`src/amm_pkg.sv`:
```
package amm_pkg;

  // Widths
  localparam int SMP_W = 16;
  localparam int CH_W  = 3;
  localparam int MAP_W = 3;

  typedef logic [SMP_W-1:0] amm_code_t;

  // Converter sample strobe with channel and code
  typedef struct packed {
    logic             valid;
    logic [CH_W-1:0]  chan;
    amm_code_t        data;
  } amm_smp_t;

  typedef enum logic [1:0] {
    AMM_DIS   = 2'h0,
    AMM_LATCH = 2'h1,
    AMM_MOM   = 2'h2
  } amm_mode_t;

  // Per-channel alarm configuration word, top bit downward
  typedef struct packed {
    logic [MAP_W-1:0] lo_map;
    logic             lo_map_en;
    amm_mode_t        lo_mode;
    logic [MAP_W-1:0] hi_map;
    logic             hi_map_en;
    amm_mode_t        hi_mode;
  } amm_cfg_t;

  localparam int CFG_W = 12;

  // Global register byte offsets
  localparam logic [11:0] OFS_ALM_STAT  = 12'h000;
  localparam logic [11:0] OFS_LATCH_CLR = 12'h004;
  localparam logic [11:0] OFS_REC_RST   = 12'h008;
  localparam logic [11:0] OFS_OVR       = 12'h00c;
  localparam logic [11:0] OFS_IRQ_STAT  = 12'h010;
  localparam logic [11:0] OFS_IRQ_MASK  = 12'h014;
  localparam logic [11:0] OFS_RNG_LO    = 12'h018;
  localparam logic [11:0] OFS_RNG_HI    = 12'h01c;
  localparam logic [11:0] OFS_DO        = 12'h020;

  // Channel blocks: base page, 32-byte stride, word index inside
  localparam logic [3:0] PAGE_GLOBAL = 4'h0;
  localparam logic [3:0] PAGE_CHAN   = 4'h1;
  localparam logic [2:0] CH_HI_LIM   = 3'h0;
  localparam logic [2:0] CH_LO_LIM   = 3'h1;
  localparam logic [2:0] CH_CFG      = 3'h2;
  localparam logic [2:0] CH_MAX      = 3'h3;
  localparam logic [2:0] CH_MIN      = 3'h4;
  localparam logic [2:0] CH_CUR      = 3'h5;

  // Field positions (low-alarm group, over-range group, over-range bit of the current word) and interrupt width
  localparam int FLD_LO      = 8;
  localparam int FLD_OVR     = 16;
  localparam int FLD_CUR_OVR = 31;
  localparam int IRQ_W       = 24;

  // Reset values
  localparam amm_code_t RST_HI_LIM = 16'hffff;
  localparam amm_code_t RST_LO_LIM = 16'h0000;
  localparam amm_code_t RST_RNG_LO = 16'h0000;
  localparam amm_code_t RST_RNG_HI = 16'hffff;
  localparam amm_code_t CODE_LOW   = 16'h0000;
  localparam amm_code_t CODE_HIGH  = 16'hffff;

endpackage

```
`src/amm_monitor.sv`:
```
`timescale 1ns/1ps
module amm_monitor #(
  parameter int NCH = 8,
  parameter int NDO = 8
) (
  // Clock and reset
  input  wire logic              CLK,
  input  wire logic              RST_N,
  // APB slave
  input  wire logic              PSEL,
  input  wire logic              PENABLE,
  input  wire logic              PWRITE,
  input  wire logic [11:0]       PADDR,
  input  wire logic [31:0]       PWDATA,
  output logic      [31:0]       PRDATA,
  output logic                   PREADY,
  output logic                   PSLVERR,
  // Converter samples, same clock
  input  wire amm_pkg::amm_smp_t SMP,
  // Alarm and range status
  output logic      [NCH-1:0]    ALM_HI,
  output logic      [NCH-1:0]    ALM_LO,
  output logic      [NCH-1:0]    OVR,
  // Digital outputs and interrupt
  output logic      [NDO-1:0]    DO_OUT,
  output logic                   IRQ
);
  import amm_pkg::*;

  logic                 pready_ff;
  logic [31:0]          prdata_ff;
  logic                 pslverr_ff;
  logic [31:0]          rd_data;
  logic                 rd_ok;
  logic                 wr_en;
  logic                 rd_cap;
  logic                 is_glob;
  logic                 is_chan;
  logic [2:0]           ch_idx;
  logic [2:0]           ch_reg;

  amm_code_t            hi_lim_ff [NCH];
  amm_code_t            lo_lim_ff [NCH];
  amm_code_t            max_ff    [NCH];
  amm_code_t            min_ff    [NCH];
  amm_code_t            cur_ff    [NCH];
  amm_cfg_t             cfg_ff    [NCH];
  logic [NCH-1:0]       alm_hi_ff;
  logic [NCH-1:0]       alm_lo_ff;
  logic [NCH-1:0]       ovr_ff;
  logic [NCH-1:0]       ev_hi;
  logic [NCH-1:0]       ev_lo;
  logic [NCH-1:0]       ev_ovr;
  logic [NCH-1:0]       clr_hi;
  logic [NCH-1:0]       clr_lo;
  logic [NCH-1:0]       rst_max;
  logic [NCH-1:0]       rst_min;
  amm_code_t            rng_lo_ff;
  amm_code_t            rng_hi_ff;
  logic [IRQ_W-1:0]     irq_stat_ff;
  logic [IRQ_W-1:0]     irq_mask_ff;
  logic [IRQ_W-1:0]     irq_ev;
  logic [IRQ_W-1:0]     irq_clr;
  logic [IRQ_W-1:0]     nxt_irq_stat;
  logic                 irq_ff;
  logic [NDO-1:0]       do_ff;
  logic [NDO-1:0]       nxt_do;

  // Bus decode; one wait state so read data comes from a flop
  assign wr_en   = PSEL & PENABLE & PWRITE & pready_ff;
  assign rd_cap  = PSEL & PENABLE & ~pready_ff;
  assign is_glob = PADDR[11:8] == PAGE_GLOBAL;
  assign is_chan = (PADDR[11:8] == PAGE_CHAN) && (32'(PADDR[7:5]) < NCH);
  assign ch_idx  = PADDR[7:5];
  assign ch_reg  = PADDR[4:2];

  // Write-one command pulses, live only in the write cycle
  assign clr_hi  = (wr_en && is_glob && PADDR[7:0] == OFS_LATCH_CLR[7:0]) ? PWDATA[NCH-1:0] : '0;
  assign clr_lo  = (wr_en && is_glob && PADDR[7:0] == OFS_LATCH_CLR[7:0]) ?
                   PWDATA[FLD_LO+NCH-1:FLD_LO] : '0;
  assign rst_max = (wr_en && is_glob && PADDR[7:0] == OFS_REC_RST[7:0]) ? PWDATA[NCH-1:0] : '0;
  assign rst_min = (wr_en && is_glob && PADDR[7:0] == OFS_REC_RST[7:0]) ?
                   PWDATA[FLD_LO+NCH-1:FLD_LO] : '0;

  always_ff @(posedge CLK) begin
    if (!RST_N) begin
      pready_ff  <= 1'b0;
      prdata_ff  <= 32'h0000_0000;
      pslverr_ff <= 1'b0;
    end else begin
      pready_ff  <= rd_cap;
      pslverr_ff <= rd_cap & ~rd_ok;
      if (rd_cap) begin
        prdata_ff <= PWRITE ? 32'h0000_0000 : rd_data;
      end
    end
  end

  // Read mux; also decides whether the address is mapped
  always_comb begin
    rd_data = 32'h0000_0000;
    rd_ok   = 1'b1;
    if (is_glob) begin
      unique case (PADDR[7:0])
        OFS_ALM_STAT[7:0]: begin
          rd_data[NCH-1:0]               = alm_hi_ff;
          rd_data[FLD_LO+NCH-1:FLD_LO]   = alm_lo_ff;
        end
        OFS_LATCH_CLR[7:0], OFS_REC_RST[7:0]: rd_data = 32'h0000_0000;
        OFS_OVR[7:0]:      rd_data[NCH-1:0]   = ovr_ff;
        OFS_IRQ_STAT[7:0]: rd_data[IRQ_W-1:0] = irq_stat_ff;
        OFS_IRQ_MASK[7:0]: rd_data[IRQ_W-1:0] = irq_mask_ff;
        OFS_RNG_LO[7:0]:   rd_data[SMP_W-1:0] = rng_lo_ff;
        OFS_RNG_HI[7:0]:   rd_data[SMP_W-1:0] = rng_hi_ff;
        OFS_DO[7:0]:       rd_data[NDO-1:0]   = do_ff;
        default:           rd_ok = 1'b0;
      endcase
    end else if (is_chan) begin
      unique case (ch_reg)
        CH_HI_LIM: rd_data[SMP_W-1:0] = hi_lim_ff[ch_idx];
        CH_LO_LIM: rd_data[SMP_W-1:0] = lo_lim_ff[ch_idx];
        CH_CFG:    rd_data[CFG_W-1:0] = cfg_ff[ch_idx];
        CH_MAX:    rd_data[SMP_W-1:0] = max_ff[ch_idx];
        CH_MIN:    rd_data[SMP_W-1:0] = min_ff[ch_idx];
        CH_CUR: begin
          rd_data[SMP_W-1:0]  = cur_ff[ch_idx];
          rd_data[FLD_CUR_OVR] = ovr_ff[ch_idx];
        end
        default:   rd_ok = 1'b0;
      endcase
    end else begin
      rd_ok = 1'b0;
    end
  end

  // Global configuration
  always_ff @(posedge CLK) begin
    if (!RST_N) begin
      rng_lo_ff   <= RST_RNG_LO;
      rng_hi_ff   <= RST_RNG_HI;
      irq_mask_ff <= '0;
    end else if (wr_en && is_glob) begin
      if (PADDR[7:0] == OFS_RNG_LO[7:0]) begin
        rng_lo_ff <= PWDATA[SMP_W-1:0];
      end
      if (PADDR[7:0] == OFS_RNG_HI[7:0]) begin
        rng_hi_ff <= PWDATA[SMP_W-1:0];
      end
      if (PADDR[7:0] == OFS_IRQ_MASK[7:0]) begin
        irq_mask_ff <= PWDATA[IRQ_W-1:0];
      end
    end
  end

  genvar ch;
  generate
    for (ch = 0; ch < NCH; ch++) begin : g_ch
      logic smp_hit;
      logic above;
      logic below;
      logic out_rng;
      logic wr_ch;

      assign smp_hit = SMP.valid && (32'(SMP.chan) == ch);
      assign above   = SMP.data > hi_lim_ff[ch];
      assign below   = SMP.data < lo_lim_ff[ch];
      assign out_rng = (SMP.data < rng_lo_ff) || (SMP.data > rng_hi_ff);
      assign wr_ch   = wr_en && is_chan && (32'(ch_idx) == ch);

      // Limits and modes each have their own word
      always_ff @(posedge CLK) begin
        if (!RST_N) begin
          hi_lim_ff[ch] <= RST_HI_LIM;
          lo_lim_ff[ch] <= RST_LO_LIM;
          cfg_ff[ch]    <= '0;
        end else if (wr_ch) begin
          if (ch_reg == CH_HI_LIM) begin
            hi_lim_ff[ch] <= PWDATA[SMP_W-1:0];
          end
          if (ch_reg == CH_LO_LIM) begin
            lo_lim_ff[ch] <= PWDATA[SMP_W-1:0];
          end
          if (ch_reg == CH_CFG) begin
            cfg_ff[ch] <= amm_cfg_t'(PWDATA[CFG_W-1:0]);
          end
        end
      end

      // Over-range samples are not valid values, so records skip them
      always_ff @(posedge CLK) begin
        if (!RST_N) begin
          max_ff[ch] <= CODE_LOW;
        end else if (rst_max[ch]) begin
          max_ff[ch] <= CODE_LOW;
        end else if (smp_hit && !out_rng && SMP.data > max_ff[ch]) begin
          max_ff[ch] <= SMP.data;
        end
      end

      always_ff @(posedge CLK) begin
        if (!RST_N) begin
          min_ff[ch] <= CODE_HIGH;
        end else if (rst_min[ch]) begin
          min_ff[ch] <= CODE_HIGH;
        end else if (smp_hit && !out_rng && SMP.data < min_ff[ch]) begin
          min_ff[ch] <= SMP.data;
        end
      end

      always_ff @(posedge CLK) begin
        if (!RST_N) begin
          cur_ff[ch] <= CODE_LOW;
          ovr_ff[ch] <= 1'b0;
        end else if (smp_hit) begin
          cur_ff[ch] <= SMP.data;
          ovr_ff[ch] <= out_rng;
        end
      end

      // High alarm; a new crossing beats a clear in the same cycle
      always_ff @(posedge CLK) begin
        if (!RST_N) begin
          alm_hi_ff[ch] <= 1'b0;
        end else begin
          unique case (cfg_ff[ch].hi_mode)
            AMM_LATCH: begin
              if (smp_hit && above) begin
                alm_hi_ff[ch] <= 1'b1;
              end else if (clr_hi[ch]) begin
                alm_hi_ff[ch] <= 1'b0;
              end
            end
            AMM_MOM: begin
              if (smp_hit) begin
                alm_hi_ff[ch] <= above;
              end
            end
            default: alm_hi_ff[ch] <= 1'b0;
          endcase
        end
      end

      always_ff @(posedge CLK) begin
        if (!RST_N) begin
          alm_lo_ff[ch] <= 1'b0;
        end else begin
          unique case (cfg_ff[ch].lo_mode)
            AMM_LATCH: begin
              if (smp_hit && below) begin
                alm_lo_ff[ch] <= 1'b1;
              end else if (clr_lo[ch]) begin
                alm_lo_ff[ch] <= 1'b0;
              end
            end
            AMM_MOM: begin
              if (smp_hit) begin
                alm_lo_ff[ch] <= below;
              end
            end
            default: alm_lo_ff[ch] <= 1'b0;
          endcase
        end
      end

      assign ev_hi[ch]  = smp_hit && above && (cfg_ff[ch].hi_mode inside {AMM_LATCH, AMM_MOM});
      assign ev_lo[ch]  = smp_hit && below && (cfg_ff[ch].lo_mode inside {AMM_LATCH, AMM_MOM});
      assign ev_ovr[ch] = smp_hit && out_rng;
    end
  endgenerate

  // Output map; status already zero in disabled mode, so OR is safe
  genvar k;
  generate
    for (k = 0; k < NDO; k++) begin : g_do
      logic [NCH-1:0] hit_hi;
      logic [NCH-1:0] hit_lo;
      for (genvar c = 0; c < NCH; c++) begin : g_src
        assign hit_hi[c] = alm_hi_ff[c] && cfg_ff[c].hi_map_en && (32'(cfg_ff[c].hi_map) == k);
        assign hit_lo[c] = alm_lo_ff[c] && cfg_ff[c].lo_map_en && (32'(cfg_ff[c].lo_map) == k);
      end
      assign nxt_do[k] = |hit_hi || |hit_lo;
    end
  endgenerate

  always_ff @(posedge CLK) begin
    if (!RST_N) begin
      do_ff <= '0;
    end else begin
      do_ff <= nxt_do;
    end
  end

  // Sticky event flags, write one to clear, set wins
  always_comb begin
    irq_ev                          = '0;
    irq_ev[NCH-1:0]                 = ev_hi;
    irq_ev[FLD_LO+NCH-1:FLD_LO]     = ev_lo;
    irq_ev[FLD_OVR+NCH-1:FLD_OVR]   = ev_ovr;
    irq_clr                         = (wr_en && is_glob && PADDR[7:0] == OFS_IRQ_STAT[7:0]) ?
                                      PWDATA[IRQ_W-1:0] : '0;
    nxt_irq_stat                    = (irq_stat_ff & ~irq_clr) | irq_ev;
  end

  always_ff @(posedge CLK) begin
    if (!RST_N) begin
      irq_stat_ff <= '0;
      irq_ff      <= 1'b0;
    end else begin
      irq_stat_ff <= nxt_irq_stat;
      irq_ff      <= |(nxt_irq_stat & irq_mask_ff);
    end
  end

  assign PRDATA  = prdata_ff;
  assign PREADY  = pready_ff;
  assign PSLVERR = pslverr_ff;
  assign ALM_HI  = alm_hi_ff;
  assign ALM_LO  = alm_lo_ff;
  assign OVR     = ovr_ff;
  assign DO_OUT  = do_ff;
  assign IRQ     = irq_ff;

endmodule

```
`config.mk`:
```
export PLATFORM = sky130hd
export DESIGN_NAME = amm_monitor
export DESIGN_NICKNAME = d
export VERILOG_FILES = /design/src/amm_pkg.sv /design/src/amm_monitor.sv
export SDC_FILE = /design/constraint.sdc
export NUM_CORES = 2
export LEC_CHECK = 0
export BUFFER_PORTS_ARGS = -buffer_cell sky130_fd_sc_hd__buf_2
export CAP_MARGIN = 10
export CORE_MARGIN = 3
export CORE_UTILIZATION = 45
export DETAILED_ROUTE_END_ITERATION = 10
export GPL_TIMING_DRIVEN = 0
export PLACE_DENSITY = 0.61
export SLEW_MARGIN = 20
export SYNTH_ARGS = -nofsm -noshare
export SYNTH_HDL_FRONTEND = slang
export SYNTH_SLANG_ARGS = --single-unit
```
`constraint.sdc`:
```
create_clock -name CLK -period 3.53 [get_ports CLK]
set_input_delay 0.706 -clock CLK [delete_from_list [all_inputs] [get_ports CLK]]
set_output_delay 0.706 -clock CLK [all_outputs]
set_load 0.01 [all_outputs]
```
# Word level (Yosys, flattened, before mapping)
# Memories as Yosys holds them, arrays and structs flattened.
# Index checks and enable logic that the tools add are counted.
# word_totals
regBits	147
ram_bits	736
in_bits	69
out_inout_bits	67
word_cells	1030
n_memories	6
# memory_table
name	depth	width	read_ports	rd_ports_with_merged_regs	wr	line_no	source
cur_ff	8	16	1	0	8	amm_monitor.sv:46	amm_code_t cur_ff [NCH];
hi_lim_ff	8	16	9	0	8	amm_monitor.sv:42	amm_code_t hi_lim_ff [NCH];
lo_lim_ff	8	16	9	0	8	amm_monitor.sv:43	amm_code_t lo_lim_ff [NCH];
max_ff	8	16	9	0	8	amm_monitor.sv:44	amm_code_t max_ff [NCH];
min_ff	8	16	9	0	8	amm_monitor.sv:45	amm_code_t min_ff [NCH];
cfg_ff	8	12	9	0	8	amm_monitor.sv:47	amm_cfg_t cfg_ff [NCH];
# classes
order_cmp	35
n_eq_ne	204
mux	363
bitwise	75
reduce_logical	314
# ops
op	n
2-to-1 mux 16 bit	58
> comparator 16 bit	17
< comparator 16 bit	17
2-to-1 mux 1 bit	268
logical AND 1 bit	229
== test 3 bit (second input constant)	74
OR reduction 8 bit	16
== test 3 x 2 -> 1 bit (second input constant)	38
2-to-1 mux 12 bit	8
case mux 12 bit (6 select lines)	1
OR 1 bit	64
== test 3 x 1 -> 1 bit (second input constant)	19
zero test 3 bit	19
case mux 8 bit (7 select lines)	1
AND 24 bit	2
!= test 3 bit (second input constant)	16
2-to-1 mux 8 bit	5
case mux 8 bit (5 select lines)	1
AND reduction 2 bit	19
== test 2 x 1 -> 1 bit (second input constant)	16
== test 2 bit (second input constant)	16
== test 8 x 5 -> 1 bit (second input constant)	4
2-to-1 mux 32 bit	1
!= test 2 bit (second input constant)	16
22 further kinds	66

# Longest topological paths before layout
# logic_depth
word_depth	11
depth_mapped	13
ltp_nobuf	10

# Least setup slack after synthesis
# Ideal clock, no wire load.
# synth_path
kind	input port to flip-flop
from	input SMP[0] (netlist bit)
to	memory max_ff[0][0] (netlist bit) (enable)
setup_ns	0.367
arrival_ns	3.426
required_time_ns	3.163
setup_slack_ns	-0.264
cell_stages	12
path_buffers	2
cell_sequence	inv_1 > clkbuf_1 > ha_1 > inv_1 > a21oi_1 > o21a_1 > o211ai_1 > a21oi_2 > buf_2 > nand3_1 > a31oi_1 > a211o_1
# synth_rtl
item	line_no	source
from (decl)	amm_monitor.sv:19	input wire amm_pkg::amm_smp_t SMP,
to (decl)	amm_monitor.sv:44	

==> summary.md <==
| Metric | Value |
|---|---|
| Outcome | `finished with violations` |
| Failing checks | `setup timing` |
| Sequential share of the synthesized area | `0.452` |
| Num CTS Buffers | `103` |
| Final WL | `roughly 270 mm` |
| Worst-path clk slew | `70 ps` |
| CP Max Fanout | `16` |
| Distinct cells, synth | `75` |
| Post-synthesis instance total | `5165` |
| Area grow syn2layout | `16.6%` |
| Crit path capture type | `register` |
| GR Util All Layers | `0.422` |
| Chip width | `356 um` |
| Area after DPL | `0.0590 sq mm` |
| Reg-to-reg critical path endpoint | `IRQ$_SDFF_PN0_` |
| Startpoint types | `input pin` |
| Initial antenna violation count | `34` |
| Final nets | `6131` |
| CTS root buffer | `clkbuf_16` |
| Filler cells | `10.8k` |
| FMAX | `264 MHz` |
| R2r startpoint | `hi_lim_ff[1][14]$_SDFFCE_PN1P_` |
| Htree depth | `3` |
| TritonCTS clock tree | `built` |
| Yosys Warn Count | `0` |
| First drt pass iteration count | `6` |
| # IOs | `136` |
| Synth area leader | `edfxtp_1` |
| FP Rows | `127` |
| Grt ovf | `0` |
| Worst-skew pair later-pin latency | `740 ps` |
| Number of enable flip-flop cells after synthesis | `736` |
| Endpoint, Worst Hold | `irq_mask_ff[22]$_SDFFE_PN0P_` |
| Final setup violation count | `325` |
| Worst-margin pin slew | `around 1300 ps` |
| Hold Buf Count CTS | `0` |
| Die Area | `between 0.1 and 0.15 sq mm` |
| R2r setup slk | `-120 ps` |
| Synth async-reset ratio | `0` |
| Sw Pwr | `between 7 and 8 mW` |
| Wirelength per Cell | `approximately 38 um` |
| First-pass GRT wire length | `364 mm` |
| Design Area, Final | `0.0643 sq mm` |
| Sw frac | `0.281` |
| Req. time, crit path | `3740 ps` |
| Synth cell count leaders | `736 x edfxtp_1, 565 x inv_1, 559 x ha_1, 377 x and2_1, 358 x nand2_1` |
| Hold wc startpoint | `PWDATA[22]` |
| CP Class | `in2reg` |
| Post-synth top flop | `edfxtp_1` |
| Total power | `26.7 mW` |
| Clock power frac | `0.429` |
| Hold depth | `3` |
| Top-area cell type share of the netlist area | `0.401` |
| Final Critical Period | `3790 ps` |
| Int Pwr | `roughly 19 mW` |
| Vias in the first global route | `43.9k` |
| Final hold viol count | `0` |
| Max-cap violations | `0` |
| Cell depth of the worst flop-to-flop path | `10` |
| Via Count | `47.6k` |
| CTS Sinks | `876` |
| Die height | `356 um` |
| DRT iter0 DRCs | `7358` |
| Layout cell share with drive strength beyond 1 | `0.161` |
| Slew Limit Headroom | `0.130` |
| Largest net degree at the start of global routing | `a little over 40` |
| Final worst-path cycle share | `1.07` |
| Avg Inst Size Synth | `~11 sq um` |
| Final Skew | `28.5 ps` |
| WP data arrival | `4000 ps` |
| Setup ws final | `-256 ps` |
| Clock Path Buffers | `3` |
| Vias per cell | `6.59` |
| Leak | `~27 nW` |
| Starting Density | `0.457` |
| IO buf count | `119` |
| Post-Syn Area | `0.0552 sq mm` |
| RSZ-0062 raised after global routing | `yes` |
| Area contributors post-synth | `edfxtp_1 40%, ha_1 13%, mux4_2 7.6%, dfxtp_1 5.1%, and2_1 4.3%` |
| Max Slew Vio Count | `0` |
| Worst VDD drop | `0.391 mV` |
| Core area | `0.121 sq mm` |
| RD Place Congestion | `approximately 1.1` |
| Most common cell in the synthesized netlist | `edfxtp_1` |
| HPWL after DPL | `around 200 mm` |
| DRC viols | `0` |
| Comb power frac | `0.134` |
| Hold Crit Class | `in2reg` |
| PwrDens | `415 mW/mm^2` |
| Final ANT Viol Nets | `0` |
| Sequential Power Share | `0.437` |
| #FFs+latches synth | `876` |
power groups by stage:
stage,Combinational [mW],Sequential (mW),Clock [mW]
2_1_floorplan,1.54,11.8,0
3_3_place_gp,3.04,11.9,0
4_1_cts,3.39,11.6,11.4
5_1_grt,3.66,11.7,11.8
3_5_place_dp,3.22,11.9,0
6_report,3.58,11.7,11.5
layout by cell type, fill, tap and decap left out, drive strengths merged, types with 38 or more instances in the layout:
cell type,Yosys,final
a21oi,308,308
inv,566,569
o22ai,70,70
nand4,81,81
nand3,87,88
ha,559,559
or2,108,108
clkbuf,244,379
and3,113,113
nor3,72,72
o211ai,39,39
mux2i,52,52
o21ai,132,132
nand2,358,358
edfxtp,736,736
o21a,38,38
nor2,145,145
and2,380,380
mux4,186,186
nand2b,65,65
buf,60,276
a22oi,61,61
a21o,98,98
dfxtp,140,140
or3,160,160
worst max path at each step:
stage | endpoint | slack, ps | startpoint | depth (start not counted)
after global routing | cur_ff[4][13]$_SDFFCE_PN0P_ | -250 | RST_N | 5
after detailed placement | min_ff[7][6]$_SDFFCE_PN1P_ | -2770 | SMP[0] | 13
final | cur_ff[4][8]$_SDFFCE_PN0P_ | -260 | RST_N | 5
after global placement | lo_lim_ff[3][0]$_SDFFCE_PN0P_ | -4830 | PADDR[6] | 8
after CTS | cur_ff[4][0]$_SDFFCE_PN0P_ | -110 | RST_N | 5
after floorplan | hi_lim_ff[3][0]$_SDFFCE_PN1P_ | -260 | PADDR[6] | 7
metal layers:
metal	wire (um)	GRT usage	vias to the layer above
met2	109000	0.576	3541
li1	-	-	19600
met3	38400	0.138	767
met4	20500	0.264	24
met1	106000	0.575	23700
met5	158	0	-
area by class of cell:
| type | instances | area (sq um) | share of cell area |
|---|---|---|---|
| diodes | 24 | 60.1 | 0.000934 |
| plain buffers | 302 | 1620 | 0.0253 |
| clock buffers | 132 | 2800 | 0.0436 |
| clock inverters | 61 | 684 | 0.0106 |
| inverters | 566 | 2130 | 0.0331 |
| multi-input cells | 3431 | 27800 | 0.433 |
| flip-flops and latches | 876 | 24900 | 0.387 |
| well taps | 1612 | 2020 | 0.0314 |
| repair buffers | 223 | 2240 | 0.0348 |
per-stage QoR:
| stage | worst slack, ps | util | std cells | setup TNS, ps | hold WS (ps) |
|---|---|---|---|---|---|
| 3_5_place_dp | -2770 | 0.489 | 6962 | -2230440 | 444 |
| 2_1_floorplan | -260 | - | 5171 | -16650 | 445 |
| 3_3_place_gp | -4830 | 0.479 | 6902 | -3491360 | 444 |
| 5_1_grt | -249 | 0.532 | 7204 | -24530 | 238 |
| 4_1_cts | -114 | 0.530 | 7193 | -3480 | 218 |
| 6_report | -256 | 0.532 | 7227 | -37290 | 236 |
cell families after synthesis:
logic type	share of synthesized area
and+or+nand+nor	0.167
AOI/OAI and AO/OA	0.108
DFF	0.452
buffers and inverters	0.0606
adders and majority gates	0.127
muxes	0.0860
other	0.0000680
sequential cells by signal, summed over array words and instances (netlist names):
register,count
ALM_HI,8
ALM_LO,8
DO_OUT,8
IRQ,1
OVR,8
PRDATA,25
PREADY,1
PSLVERR,1
cfg_ff,96
cur_ff,128
hi_lim_ff,128
irq_mask_ff,24
irq_stat_ff,24
lo_lim_ff,128
max_ff,128
min_ff,128
rng_hi_ff,16
rng_lo_ff,16
repair_timing:
item,in CTS,in global routing
buffers inserted,33,7
gates resized for setup,213,42
pin swaps,18,3
gates cloned,7,3
setup endpoints to repair,1088,582
worst max-delay path: stages:
cell	delay, ps
clkbuf_1	670
clkbuf_1	490
clkbuf_1	730
clkbuf_1	550
nand2_1	810
Note: power is estimated with default switching activity, not from simulation.
